**config.mk**
```make
export PLATFORM = sky130hd
export DESIGN_NAME = lic_local_interrupt_controller
export DESIGN_NICKNAME = d
export VERILOG_FILES = /design/src/verilog/lic_pkg.sv /design/src/verilog/lic_local_interrupt_controller.sv
export VERILOG_INCLUDE_DIRS = /design/src /design/src/verilog
export SDC_FILE = /design/constraint.sdc
export NUM_CORES = 1
export LEC_CHECK = 0
export ABC_AREA = 1
export BUFFER_PORTS_ARGS = -buffer_cell sky130_fd_sc_hd__buf_2
export CAP_MARGIN = 20
export CORE_ASPECT_RATIO = 1.4
export CORE_MARGIN = 10
export CORE_UTILIZATION = 60
export CTS_BUF_LIST = sky130_fd_sc_hd__clkbuf_16
export DETAILED_ROUTE_END_ITERATION = 6
export GPL_TIMING_DRIVEN = 0
export PLACE_DENSITY = 0.87
export SETUP_SLACK_MARGIN = 0.02
export SYNTH_ARGS = -nofsm -noshare
export SYNTH_HDL_FRONTEND = slang
export SYNTH_SLANG_ARGS = --single-unit
```
**constraint.sdc**
```tcl
create_clock -name sys_clk -period 2.8 [get_ports sys_clk]
set_input_delay 0.56 -clock sys_clk [delete_from_list [all_inputs] [get_ports sys_clk]]
set_output_delay 0.56 -clock sys_clk [all_outputs]
set_load 0.05 [all_outputs]
```
**src/verilog/lic_regs.svh**
```systemverilog
/*
 Constants for the local interrupt controller: offsets, field positions,
 reset values. Definitions only; included by bare name.
*/
`ifndef LIC_REGS_SVH
`define LIC_REGS_SVH

// ==========================================================
// Local source indices
`define LIC_SRC_PIN_A 3'h0
`define LIC_SRC_PIN_B 3'h1
`define LIC_SRC_TIMER 3'h2
`define LIC_SRC_PERF 3'h3
`define LIC_SRC_THERM 3'h4
`define LIC_SRC_ERROR 3'h5
`define LIC_NUM_SRC 6

// ==========================================================
// Register word indices inside the 4 KB window (byte address = index * 16)
`define LIC_IDX_ERR_STATUS 8'h28
`define LIC_IDX_CMD_LO 8'h30
`define LIC_IDX_CMD_HI 8'h31
`define LIC_IDX_TIMER 8'h32
`define LIC_IDX_THERM 8'h33
`define LIC_IDX_PERF 8'h34
`define LIC_IDX_PIN_A 8'h35
`define LIC_IDX_PIN_B 8'h36
`define LIC_IDX_ERROR 8'h37
`define LIC_IDX_TIMER_INIT 8'h38
`define LIC_IDX_TIMER_CUR 8'h39
`define LIC_IDX_SPURIOUS 8'h0F

// ==========================================================
// Table entry fields
`define LIC_ENT_VEC_LSB 0
`define LIC_ENT_MODE_LSB 8
`define LIC_ENT_LEVEL_BIT 15
`define LIC_ENT_MASK_BIT 16
`define LIC_ENT_RESET 32'h00010000
`define LIC_NMI_VECTOR 8'h02
`define LIC_ENABLE_BIT 8
`define LIC_ERR_ILLEGAL_REG_BIT 7

// ==========================================================
// Command register fields
`define LIC_CMD_VEC_LSB 0
`define LIC_CMD_MODE_LSB 8
`define LIC_CMD_LEVEL_BIT 15
`define LIC_CMD_SHORT_LSB 18
`define LIC_CMD_DEST_LSB 24

`endif

```
**src/verilog/lic_pkg.sv**
```systemverilog
/*
 Types for the local interrupt controller.
 Assumes lic_regs.svh supplies the numeric constants.
*/
`default_nettype none
package lic_pkg;
   // Delivery modes for table entries and messages
   typedef enum logic [2:0] {
      LIC_DM_FIXED = 3'h0,
      LIC_DM_SMM = 3'h2,
      LIC_DM_NMI = 3'h4,
      LIC_DM_INIT = 3'h5,
      LIC_DM_START = 3'h6,
      LIC_DM_EXT = 3'h7
   } lic_mode_t;

   // Destination shorthand of an outgoing message
   typedef enum logic [1:0] {
      LIC_SH_NONE = 2'h0,
      LIC_SH_SELF = 2'h1,
      LIC_SH_ALL = 2'h2,
      LIC_SH_OTHERS = 2'h3
   } lic_short_t;

   // One interrupt message, on the link or toward the core
   typedef struct packed {
      logic valid;
      logic [7:0] vector;
      lic_mode_t mode;
      logic level;
      lic_short_t shorthand;
      logic [7:0] dest;
   } lic_msg_t;

   // Register access from the core
   typedef struct packed {
      logic wr;
      logic rd;
      logic [11:0] addr;
      logic [31:0] wdata;
   } lic_req_t;

   typedef enum logic [1:0] {
      LIC_ST_IDLE,
      LIC_ST_SEND,
      LIC_ST_WAIT
   } lic_cmd_state_t;

   // Full state of the controller
   typedef struct packed {
      logic [5:0][31:0] entry;
      logic [5:0] pend;
      logic [5:0] pin_last;
      logic [31:0] cmd_lo;
      logic [31:0] cmd_hi;
      lic_cmd_state_t cmd_state;
      logic [31:0] timer_init;
      logic [31:0] timer_cur;
      logic [7:0] err_status;
      logic [8:0] spurious;
      lic_msg_t link_out;
      lic_msg_t core_out;
      logic [31:0] rdata;
      logic rvalid;
      logic bypass;
   } lic_state_t;
endpackage
`default_nettype wire

```
**src/verilog/lic_local_interrupt_controller.sv**
```systemverilog
/*
 Local interrupt controller for one processor core.
 Holds the six local source table entries, the two command words, the
 one-shot timer, the error status and the enable word, and drives three
 outputs: the link toward the I/O controller and peer cores, the
 delivery toward its own core, and the legacy bypass line.
 Assumes register accesses come from its own core over a simple
 request port, one cycle per access, always 32 bits wide and aligned;
 that the link partner takes one message per link_ready pulse;
 that incoming link messages are one-cycle valid pulses;
 and that the core accepts one delivery per core_ack.
 All inputs are taken as synchronous to sys_clk; pins driven from
 another clock domain must be synchronised before they reach this block.
*/
`timescale 1ns/1ps
`default_nettype none
`include "lic_regs.svh"

// ==========================================================
// Theory of operation
// Every local source has its own table entry with vector, delivery mode,
// trigger kind and mask. A source event sets a sticky pending bit; the
// lowest pending source index is delivered first, but only when the core
// output is free or is being acknowledged in the same cycle.
// Incoming link messages beat local sources for the core output. There is
// no queue behind the core output: a message that arrives while the core
// has not yet taken the previous one is lost, so the partner must not
// send faster than the core acknowledges.
// An outgoing message is launched by a write to the low command word. A
// write to that word while a message is still in flight is stored but not
// sent; software must see the link go idle before the next command.
// A self or broadcast-to-all message is copied to the core in the cycle
// that the partner accepts it, provided the controller is enabled, the core
// output is free then and no incoming link message arrives in that cycle;
// otherwise only the link copy goes out.
// Register accesses never leave the block. An access to an index that is
// not implemented, or to an address that is not on a 16-byte boundary,
// is refused: the write is dropped, the read returns zero and the error
// status bit is set, raising the error source when it is unmasked.
// While the controller is disabled, local sources other than the error source are not latched and the
// legacy request is passed straight to the core through a flip-flop.
// The timer is one-shot: it fires once as the current count passes from
// one to zero and stays at zero until software writes a new initial count.
// When a fresh event and the delivery clear of the same source fall into
// one cycle, the event wins and the source stays pending.

module lic_local_interrupt_controller (
   input wire logic sys_clk,
   input wire logic sys_rst,
   input wire logic clk_en,
   input wire lic_pkg::lic_req_t reg_req,
   output logic [31:0] reg_rdata,
   output logic reg_rvalid,
   input wire logic local_irq_pin_a,
   input wire logic local_irq_pin_b,
   input wire logic perf_overflow,
   input wire logic thermal_trip,
   input wire logic legacy_irq,
   input wire lic_pkg::lic_msg_t link_in,
   input wire logic link_ready,
   output lic_pkg::lic_msg_t link_out,
   output lic_pkg::lic_msg_t core_irq,
   input wire logic core_ack,
   output logic core_legacy_irq
);
   lic_pkg::lic_state_t s_q, s_d;
   logic [5:0] src_evt;
   logic [5:0] src_lvl;
   logic [7:0] idx;
   logic enabled;
   logic hit_ok;
   logic timer_fire;
   logic [2:0] pick;
   logic pick_ok;
   // Refused register access and a qualified timer expiry, this cycle
   logic err_hit;
   logic timer_hit;

   // ==========================================================
   // Source conditioning
   assign idx = reg_req.addr[11:4];
   assign enabled = s_q.spurious[`LIC_ENABLE_BIT];
   assign timer_fire = (s_q.timer_cur == 32'h00000001);
   assign src_lvl = {1'b0, thermal_trip, perf_overflow, 1'b0, local_irq_pin_b, local_irq_pin_a};
   // timer_hit is shared by the set and the delivery clear; err_hit repeats the set's condition, so the set can win
   assign err_hit = (reg_req.wr || reg_req.rd) && !hit_ok;
   assign timer_hit = timer_fire && !s_q.entry[`LIC_SRC_TIMER][`LIC_ENT_MASK_BIT] && enabled;

   // Edge or level detection per source; internal sources pulse only
   genvar g;
   generate
      for (g = 0; g < `LIC_NUM_SRC; g++) begin : g_src
         assign src_evt[g] = s_q.entry[g][`LIC_ENT_LEVEL_BIT] ?
            src_lvl[g] : (src_lvl[g] & ~s_q.pin_last[g]);
      end
   endgenerate

   // Valid register indices; all are served here, none reach outside
   always_comb begin
      case (idx)
         `LIC_IDX_ERR_STATUS, `LIC_IDX_CMD_LO, `LIC_IDX_CMD_HI, `LIC_IDX_TIMER,
         `LIC_IDX_THERM, `LIC_IDX_PERF, `LIC_IDX_PIN_A, `LIC_IDX_PIN_B,
         `LIC_IDX_ERROR, `LIC_IDX_TIMER_INIT, `LIC_IDX_TIMER_CUR,
         `LIC_IDX_SPURIOUS: hit_ok = (reg_req.addr[3:0] == 4'h0);
         default: hit_ok = 1'b0;
      endcase
   end

   // Lowest pending source wins delivery
   always_comb begin
      pick = 3'h0;
      pick_ok = 1'b0;
      for (int i = `LIC_NUM_SRC - 1; i >= 0; i--) begin
         if (s_q.pend[i]) begin
            pick = 3'(i);
            pick_ok = 1'b1;
         end
      end
   end

   // ==========================================================
   // Next state
   always_comb begin
      s_d = s_q;
      s_d.rvalid = 1'b0;
      s_d.pin_last = src_lvl;
      s_d.bypass = ~enabled & legacy_irq;

      // Timer counts down from its initial count; one-shot at zero
      if (s_q.timer_cur != 32'h00000000) begin
         s_d.timer_cur = s_q.timer_cur - 32'h00000001;
      end

      // core_ack clears the core delivery, whatever its delivery mode
      if (core_ack && s_q.core_out.valid && s_q.core_out.mode != lic_pkg::LIC_DM_FIXED) begin
         s_d.core_out.valid = 1'b0;
      end
      if (core_ack && s_q.core_out.valid) begin
         s_d.core_out.valid = 1'b0;
      end

      // Register access
      if (reg_req.wr || reg_req.rd) begin
         if (!hit_ok) begin
            s_d.err_status[`LIC_ERR_ILLEGAL_REG_BIT] = 1'b1;
            // Only raised when software has unmasked the error entry
            if (!s_q.entry[`LIC_SRC_ERROR][`LIC_ENT_MASK_BIT]) begin
               s_d.pend[`LIC_SRC_ERROR] = 1'b1;
            end
         end
         s_d.rvalid = reg_req.rd;
         case (idx)
            `LIC_IDX_ERR_STATUS: s_d.rdata = {24'h000000, s_q.err_status};
            `LIC_IDX_CMD_LO: s_d.rdata = s_q.cmd_lo;
            `LIC_IDX_CMD_HI: s_d.rdata = s_q.cmd_hi;
            `LIC_IDX_TIMER: s_d.rdata = s_q.entry[`LIC_SRC_TIMER];
            `LIC_IDX_THERM: s_d.rdata = s_q.entry[`LIC_SRC_THERM];
            `LIC_IDX_PERF: s_d.rdata = s_q.entry[`LIC_SRC_PERF];
            `LIC_IDX_PIN_A: s_d.rdata = s_q.entry[`LIC_SRC_PIN_A];
            `LIC_IDX_PIN_B: s_d.rdata = s_q.entry[`LIC_SRC_PIN_B];
            `LIC_IDX_ERROR: s_d.rdata = s_q.entry[`LIC_SRC_ERROR];
            `LIC_IDX_TIMER_INIT: s_d.rdata = s_q.timer_init;
            `LIC_IDX_TIMER_CUR: s_d.rdata = s_q.timer_cur;
            `LIC_IDX_SPURIOUS: s_d.rdata = {23'h000000, s_q.spurious};
            default: s_d.rdata = 32'h00000000;
         endcase
         // A refused read must not leak a neighbouring register's contents
         if (!hit_ok) begin
            s_d.rdata = 32'h00000000;
         end
         if (reg_req.wr && hit_ok) begin
            case (idx)
               `LIC_IDX_ERR_STATUS: s_d.err_status = 8'h00;
               `LIC_IDX_CMD_HI: s_d.cmd_hi = reg_req.wdata;
               `LIC_IDX_CMD_LO: begin
                  s_d.cmd_lo = reg_req.wdata;
                  if (s_q.cmd_state == lic_pkg::LIC_ST_IDLE) begin
                     s_d.cmd_state = lic_pkg::LIC_ST_SEND;
                  end
               end
               `LIC_IDX_TIMER: s_d.entry[`LIC_SRC_TIMER] = reg_req.wdata;
               `LIC_IDX_THERM: s_d.entry[`LIC_SRC_THERM] = reg_req.wdata;
               `LIC_IDX_PERF: s_d.entry[`LIC_SRC_PERF] = reg_req.wdata;
               `LIC_IDX_PIN_A: s_d.entry[`LIC_SRC_PIN_A] = reg_req.wdata;
               `LIC_IDX_PIN_B: s_d.entry[`LIC_SRC_PIN_B] = reg_req.wdata;
               `LIC_IDX_ERROR: s_d.entry[`LIC_SRC_ERROR] = reg_req.wdata;
               `LIC_IDX_TIMER_INIT: begin
                  s_d.timer_init = reg_req.wdata;
                  s_d.timer_cur = reg_req.wdata;
               end
               `LIC_IDX_SPURIOUS: s_d.spurious = reg_req.wdata[8:0];
               default: s_d.spurious = s_q.spurious;
            endcase
         end
      end

      // Latch source events unless masked; the delivery clear below repeats the set so it can win
      for (int i = 0; i < `LIC_NUM_SRC; i++) begin
         if (src_evt[i] && !s_q.entry[i][`LIC_ENT_MASK_BIT] && enabled) begin
            s_d.pend[i] = 1'b1;
         end
      end
      if (timer_hit) begin
         s_d.pend[`LIC_SRC_TIMER] = 1'b1;
      end

      // Outgoing message machine; partner handshakes with link_ready
      case (s_q.cmd_state)
         lic_pkg::LIC_ST_IDLE: s_d.link_out.valid = 1'b0;
         lic_pkg::LIC_ST_SEND: begin
            s_d.link_out.valid = 1'b1;
            s_d.link_out.vector = s_q.cmd_lo[7:0];
            s_d.link_out.mode = lic_pkg::lic_mode_t'(s_q.cmd_lo[10:8]);
            s_d.link_out.level = s_q.cmd_lo[`LIC_CMD_LEVEL_BIT];
            s_d.link_out.shorthand = lic_pkg::lic_short_t'(s_q.cmd_lo[19:18]);
            s_d.link_out.dest = s_q.cmd_hi[31:24];
            s_d.cmd_state = lic_pkg::LIC_ST_WAIT;
         end
         lic_pkg::LIC_ST_WAIT: begin
            if (link_ready) begin
               s_d.link_out.valid = 1'b0;
               s_d.cmd_state = lic_pkg::LIC_ST_IDLE;
            end
         end
         default: s_d.cmd_state = lic_pkg::LIC_ST_IDLE;
      endcase

      // Core delivery: incoming messages first, then local sources
      if (!s_q.core_out.valid || core_ack) begin
         if (enabled && link_in.valid) begin
            s_d.core_out = link_in;
         end else if (enabled && s_q.cmd_state == lic_pkg::LIC_ST_WAIT && link_ready &&
                      s_q.link_out.shorthand inside {lic_pkg::LIC_SH_SELF, lic_pkg::LIC_SH_ALL}) begin
            s_d.core_out = s_q.link_out; // self copy
         end else if (pick_ok) begin
            // Clear on delivery, but a fresh event of the same source wins
            s_d.pend[pick] = src_evt[pick] & ~s_q.entry[pick][`LIC_ENT_MASK_BIT] & enabled;
            if (pick == `LIC_SRC_TIMER && timer_hit) begin
               s_d.pend[pick] = 1'b1;
            end
            if (pick == `LIC_SRC_ERROR && err_hit &&
                !s_q.entry[pick][`LIC_ENT_MASK_BIT]) begin
               s_d.pend[pick] = 1'b1;
            end
            s_d.core_out.valid = 1'b1;
            s_d.core_out.vector = s_q.entry[pick][7:0];
            s_d.core_out.mode = lic_pkg::lic_mode_t'(s_q.entry[pick][10:8]);
            s_d.core_out.level = s_q.entry[pick][`LIC_ENT_LEVEL_BIT];
            s_d.core_out.shorthand = lic_pkg::LIC_SH_SELF;
            s_d.core_out.dest = 8'h00;
            if (pick == `LIC_SRC_PIN_B && s_q.entry[pick][10:8] == lic_pkg::LIC_DM_NMI) begin
               s_d.core_out.vector = `LIC_NMI_VECTOR;
            end
         end
      end
   end

   // ==========================================================
   // State register; clk_en freezes everything
   // Reset leaves every entry masked and the controller disabled, so no
   // source can fire before software has set the table up
   always_ff @(posedge sys_clk) begin
      if (sys_rst) begin
         s_q <= '0;
         for (int i = 0; i < `LIC_NUM_SRC; i++) begin
            s_q.entry[i] <= `LIC_ENT_RESET;
         end
      end else if (clk_en) begin
         s_q <= s_d;
      end
   end

   // Every output is a plain copy of a state flip-flop
   assign reg_rdata = s_q.rdata;
   assign reg_rvalid = s_q.rvalid;
   assign link_out = s_q.link_out;
   assign core_irq = s_q.core_out;
   assign core_legacy_irq = s_q.bypass;
endmodule
`default_nettype wire

```
==> results.py <==
metrics = {
    "timing": {
        "setup_viol": 2,
        "period_minus_slack_ps": 2830,
        "finalWorstSetupSlack_ps": -26.8,
        "skew_ps": 27.5,
        "timing.fmax_ghz": 0.354,
        "drv_slew": 0,
        "finalHoldViolCount": 0,
        "rsz0062_at_grt": "true",
        "worst_slew_pin_slew_ps": 1210,
        "min_period_over_period": 1.01,
        "slew_headroom": 0.185,
        "holdWs_ps": 230,
    },
    "cts": {
        "cts_hold_buf": 0,
        "htree_levels": 2,
        "cts_inserted_buffers": 41,
        "clock_tree.root_cell": "clkbuf_16",
        "ctsLongestPathBuffers": 3,
        "clkTransAtPathRegs_ps": 70,
        "clk_latency_ps": 580,
        "cts_tree": "built",
        "clock-sinks": 422,
    },
    "routing": {
        "met3_length_um": 10400,
        "drt_pass1_iterations": 7,
        "remaining_drc_errors": 1,
        "drt-total-wl_um": 87100,
        "vias_per_cell": 6.39,
        "ant_nets": 0,
        "vias": 22400,
        "wl_met1_um": 29000,
        "wl_met2_um": 38500,
        "drt-initial-drc-count": 3345,
        "wl_per_cell_um": 24.9,
        "highest-signal-layer": "met5",
    },
    "outcome": {
        "violations": "DRC, setup timing",
        "outcome": "finished with violations",
    },
    "layout": {
        "nets": 3099,
        "drive_gt1_frac": 0.114,
        "layout_common_cells": "485 x a21oi_1, 421 x dfxtp_1, 349 x o21ai_0",
        "final_area_mm2": 0.0227,
        "finalNonFillerCells": 3501,
        "layout_commonest_cell": "a21oi_1",
        "syn_to_final_growth_pct": 13.8,
    },
    "global_route": {
        "gr-total-overflow": 0,
        "grt_antenna_before_repair": 7,
        "grt_pass1_vias": 21300,
        "grt_pass1_wl_um": 128000,
        "grt_usage": 0.405,
        "grt_max_degree": 16,
    },
    "power_and_ir_drop": {
        "p_leak_nw": 8.82,
        "powerDensity_mw_per_mm2": 754,
        "ir_drop_mv": 0.704,
    },
    "setup_path": {
        "cp-end-kind": "register",
        "required_ps": 3220,
        "ff2ff_setup_slack_ps": -30,
        "r2r_cells": 11,
        "slowest_stage": "dfxtp_1",
        "crit_chain": "nor2_1 -> nand3_1 -> inv_4 -> a22oi_1 -> nand3_1 -> nor3_1 -> nand2_1 -> nand2_1 -> nand2_1 -> nand2_1 -> a21oi_1",
        "cp.arrival_ps": 3250,
        "cpMostUsedCell": "nand2_1",
        "max_stage_delay_ps": 450,
        "critPathLaunchType": "register",
        "worstSetupPathType": "reg2reg",
        "timing.rr.end": "core_irq[20]",
        "path_max_fanout": 10,
        "r2r-start": "s_q[233]",
    },
    "worst_hold_path": {
        "hold_end": "core_legacy_irq",
        "hold_start": "legacy_irq",
        "hold_path.class": "in2reg",
        "whs_path_depth": 3,
    },
    "placed_design": {
        "dp_hpwl_um": 64900,
        "place_inst": 3417,
        "placed_area_mm2": 0.0212,
        "dp_slack_ps": -497,
        "gp_congestion": 1.08,
        "port_buffers": 134,
    },
    "job": {
        "maxCapViolCount": 0,
    },
    "yosys": {
        "synthCells": 2838,
        "netlist_area_mm2": 0.0200,
        "synthDistinctLibCells": 48,
        "ys_warn_count": 0,
        "synthArstFlopShare": 0,
        "ys.flop_type": "dfxtp_1",
        "synth.avg_cell_area_um2": 7.03,
        "synth_seq_cells": 422,
        "synth_edf_count": 0,
        "yosysSeqAreaShare": 0.423,
        "synth.net_count": 2919,
    },
    "floorplanning": {
        "io_pins": 159,
        "die-width_um": 174,
        "die-area_mm2": 0.0411,
        "core_mm2": 0.0330,
        "die_h_um": 236,
        "rows": 79,
        "start_util": 0.604,
    },
}
==> where the power goes <==
part	total [mW]	internal (mW)	switching, mW	leakage [nW]
combinational	4.60	1.50	3.10	4.70
clock	5.94	3.43	2.51	0.718
sequential	6.58	6.23	0.352	3.41
==> cell families after synthesis <==
kind of cell,synth area share
buf+inv,0.137
simple gates,0.157
fa+ha+maj,0.00125
flops,0.423
xor+xnor,0.00702
compound gates,0.275
==> flip-flops by register name, summed over array words and instances, names as in the netlist <==
register and count:
s_q 341, reg_rdata 32, core_irq 23, link_out 23, core_legacy_irq 1, enabled 1
reg_rvalid 1
==> what timing repair did <==
action	4_1_cts	5_1_grt
gates resized for setup	9	24
cloned	0	0
endpoints found under the setup margin	36	99
buffers inserted	0	2
pin swaps	0	2
==> cells in the mapped netlist, drive strengths merged, types with 10 or more instances <==
cell	n	area, µm²
o211ai	25	188
inv	340	1280
buf	124	840
o22ai	130	813
a22oi	10	75.1
nor2	247	963
clkbuf	157	589
o21ai	349	1750
a21oi	486	2430
dfxtp	422	8450
xnor2	10	87.6
nand4	21	144
nand2	332	1270
nor3	15	85.1
a31oi	20	125
nand3	107	553
==> routing by layer <==
metal / GRT usage / vias to the layer above
met1: 0.436 / 10200
li1: - / 9795
met3: 0.116 / 545
met5: 0 / -
met2: 0.637 / 1802
met4: 0.362 / 4
==> per-stage QoR <==
stage	total power [mW]	utilization	TNS, ps
5_1_grt	17.7	0.687	-484
4_1_cts	16.8	0.685	0
6_report	17.1	0.688	-34.6
2_1_floorplan	9.72	-	0
3_3_place_gp	10.9	0.642	-60330
3_5_place_dp	11.0	0.642	-64670
==> worst max-delay path, delay by kind of cell (launching register included) <==
family | cells | cell delay (ps)
AOI/OAI and AO/OA | 2 | 470
buffers and inverters | 1 | 230
DFF | 1 | 450
and+or+nand+nor | 8 | 1510
==> worst max-delay path by stage <==
stage / startpoint / endpoint / cells past startpoint
final: s_q[233] / core_irq[20] / 11
after global routing: s_q[233] / core_irq[20] / 13
after CTS: s_q[233] / core_irq[20] / 11
after detailed placement: s_q[233] / core_irq[20] / 11
after global placement: reg_req[42] / reg_rdata[8] / 14
after floorplan: reg_req[42] / s_q[211] / 17
==> layout make-up <==
type	count	area, µm²
flip-flops and latches	422	8450
fillers	2878	10300
clock inverters	33	332
inverters	345	1310
repair buffers	137	701
clock buffers	43	1080
diodes	5	12.5
plain buffers	281	1440
well taps	445	557
multi-input cells	1790	8830
No activity file was read; power rests on OpenSTA's default activity.
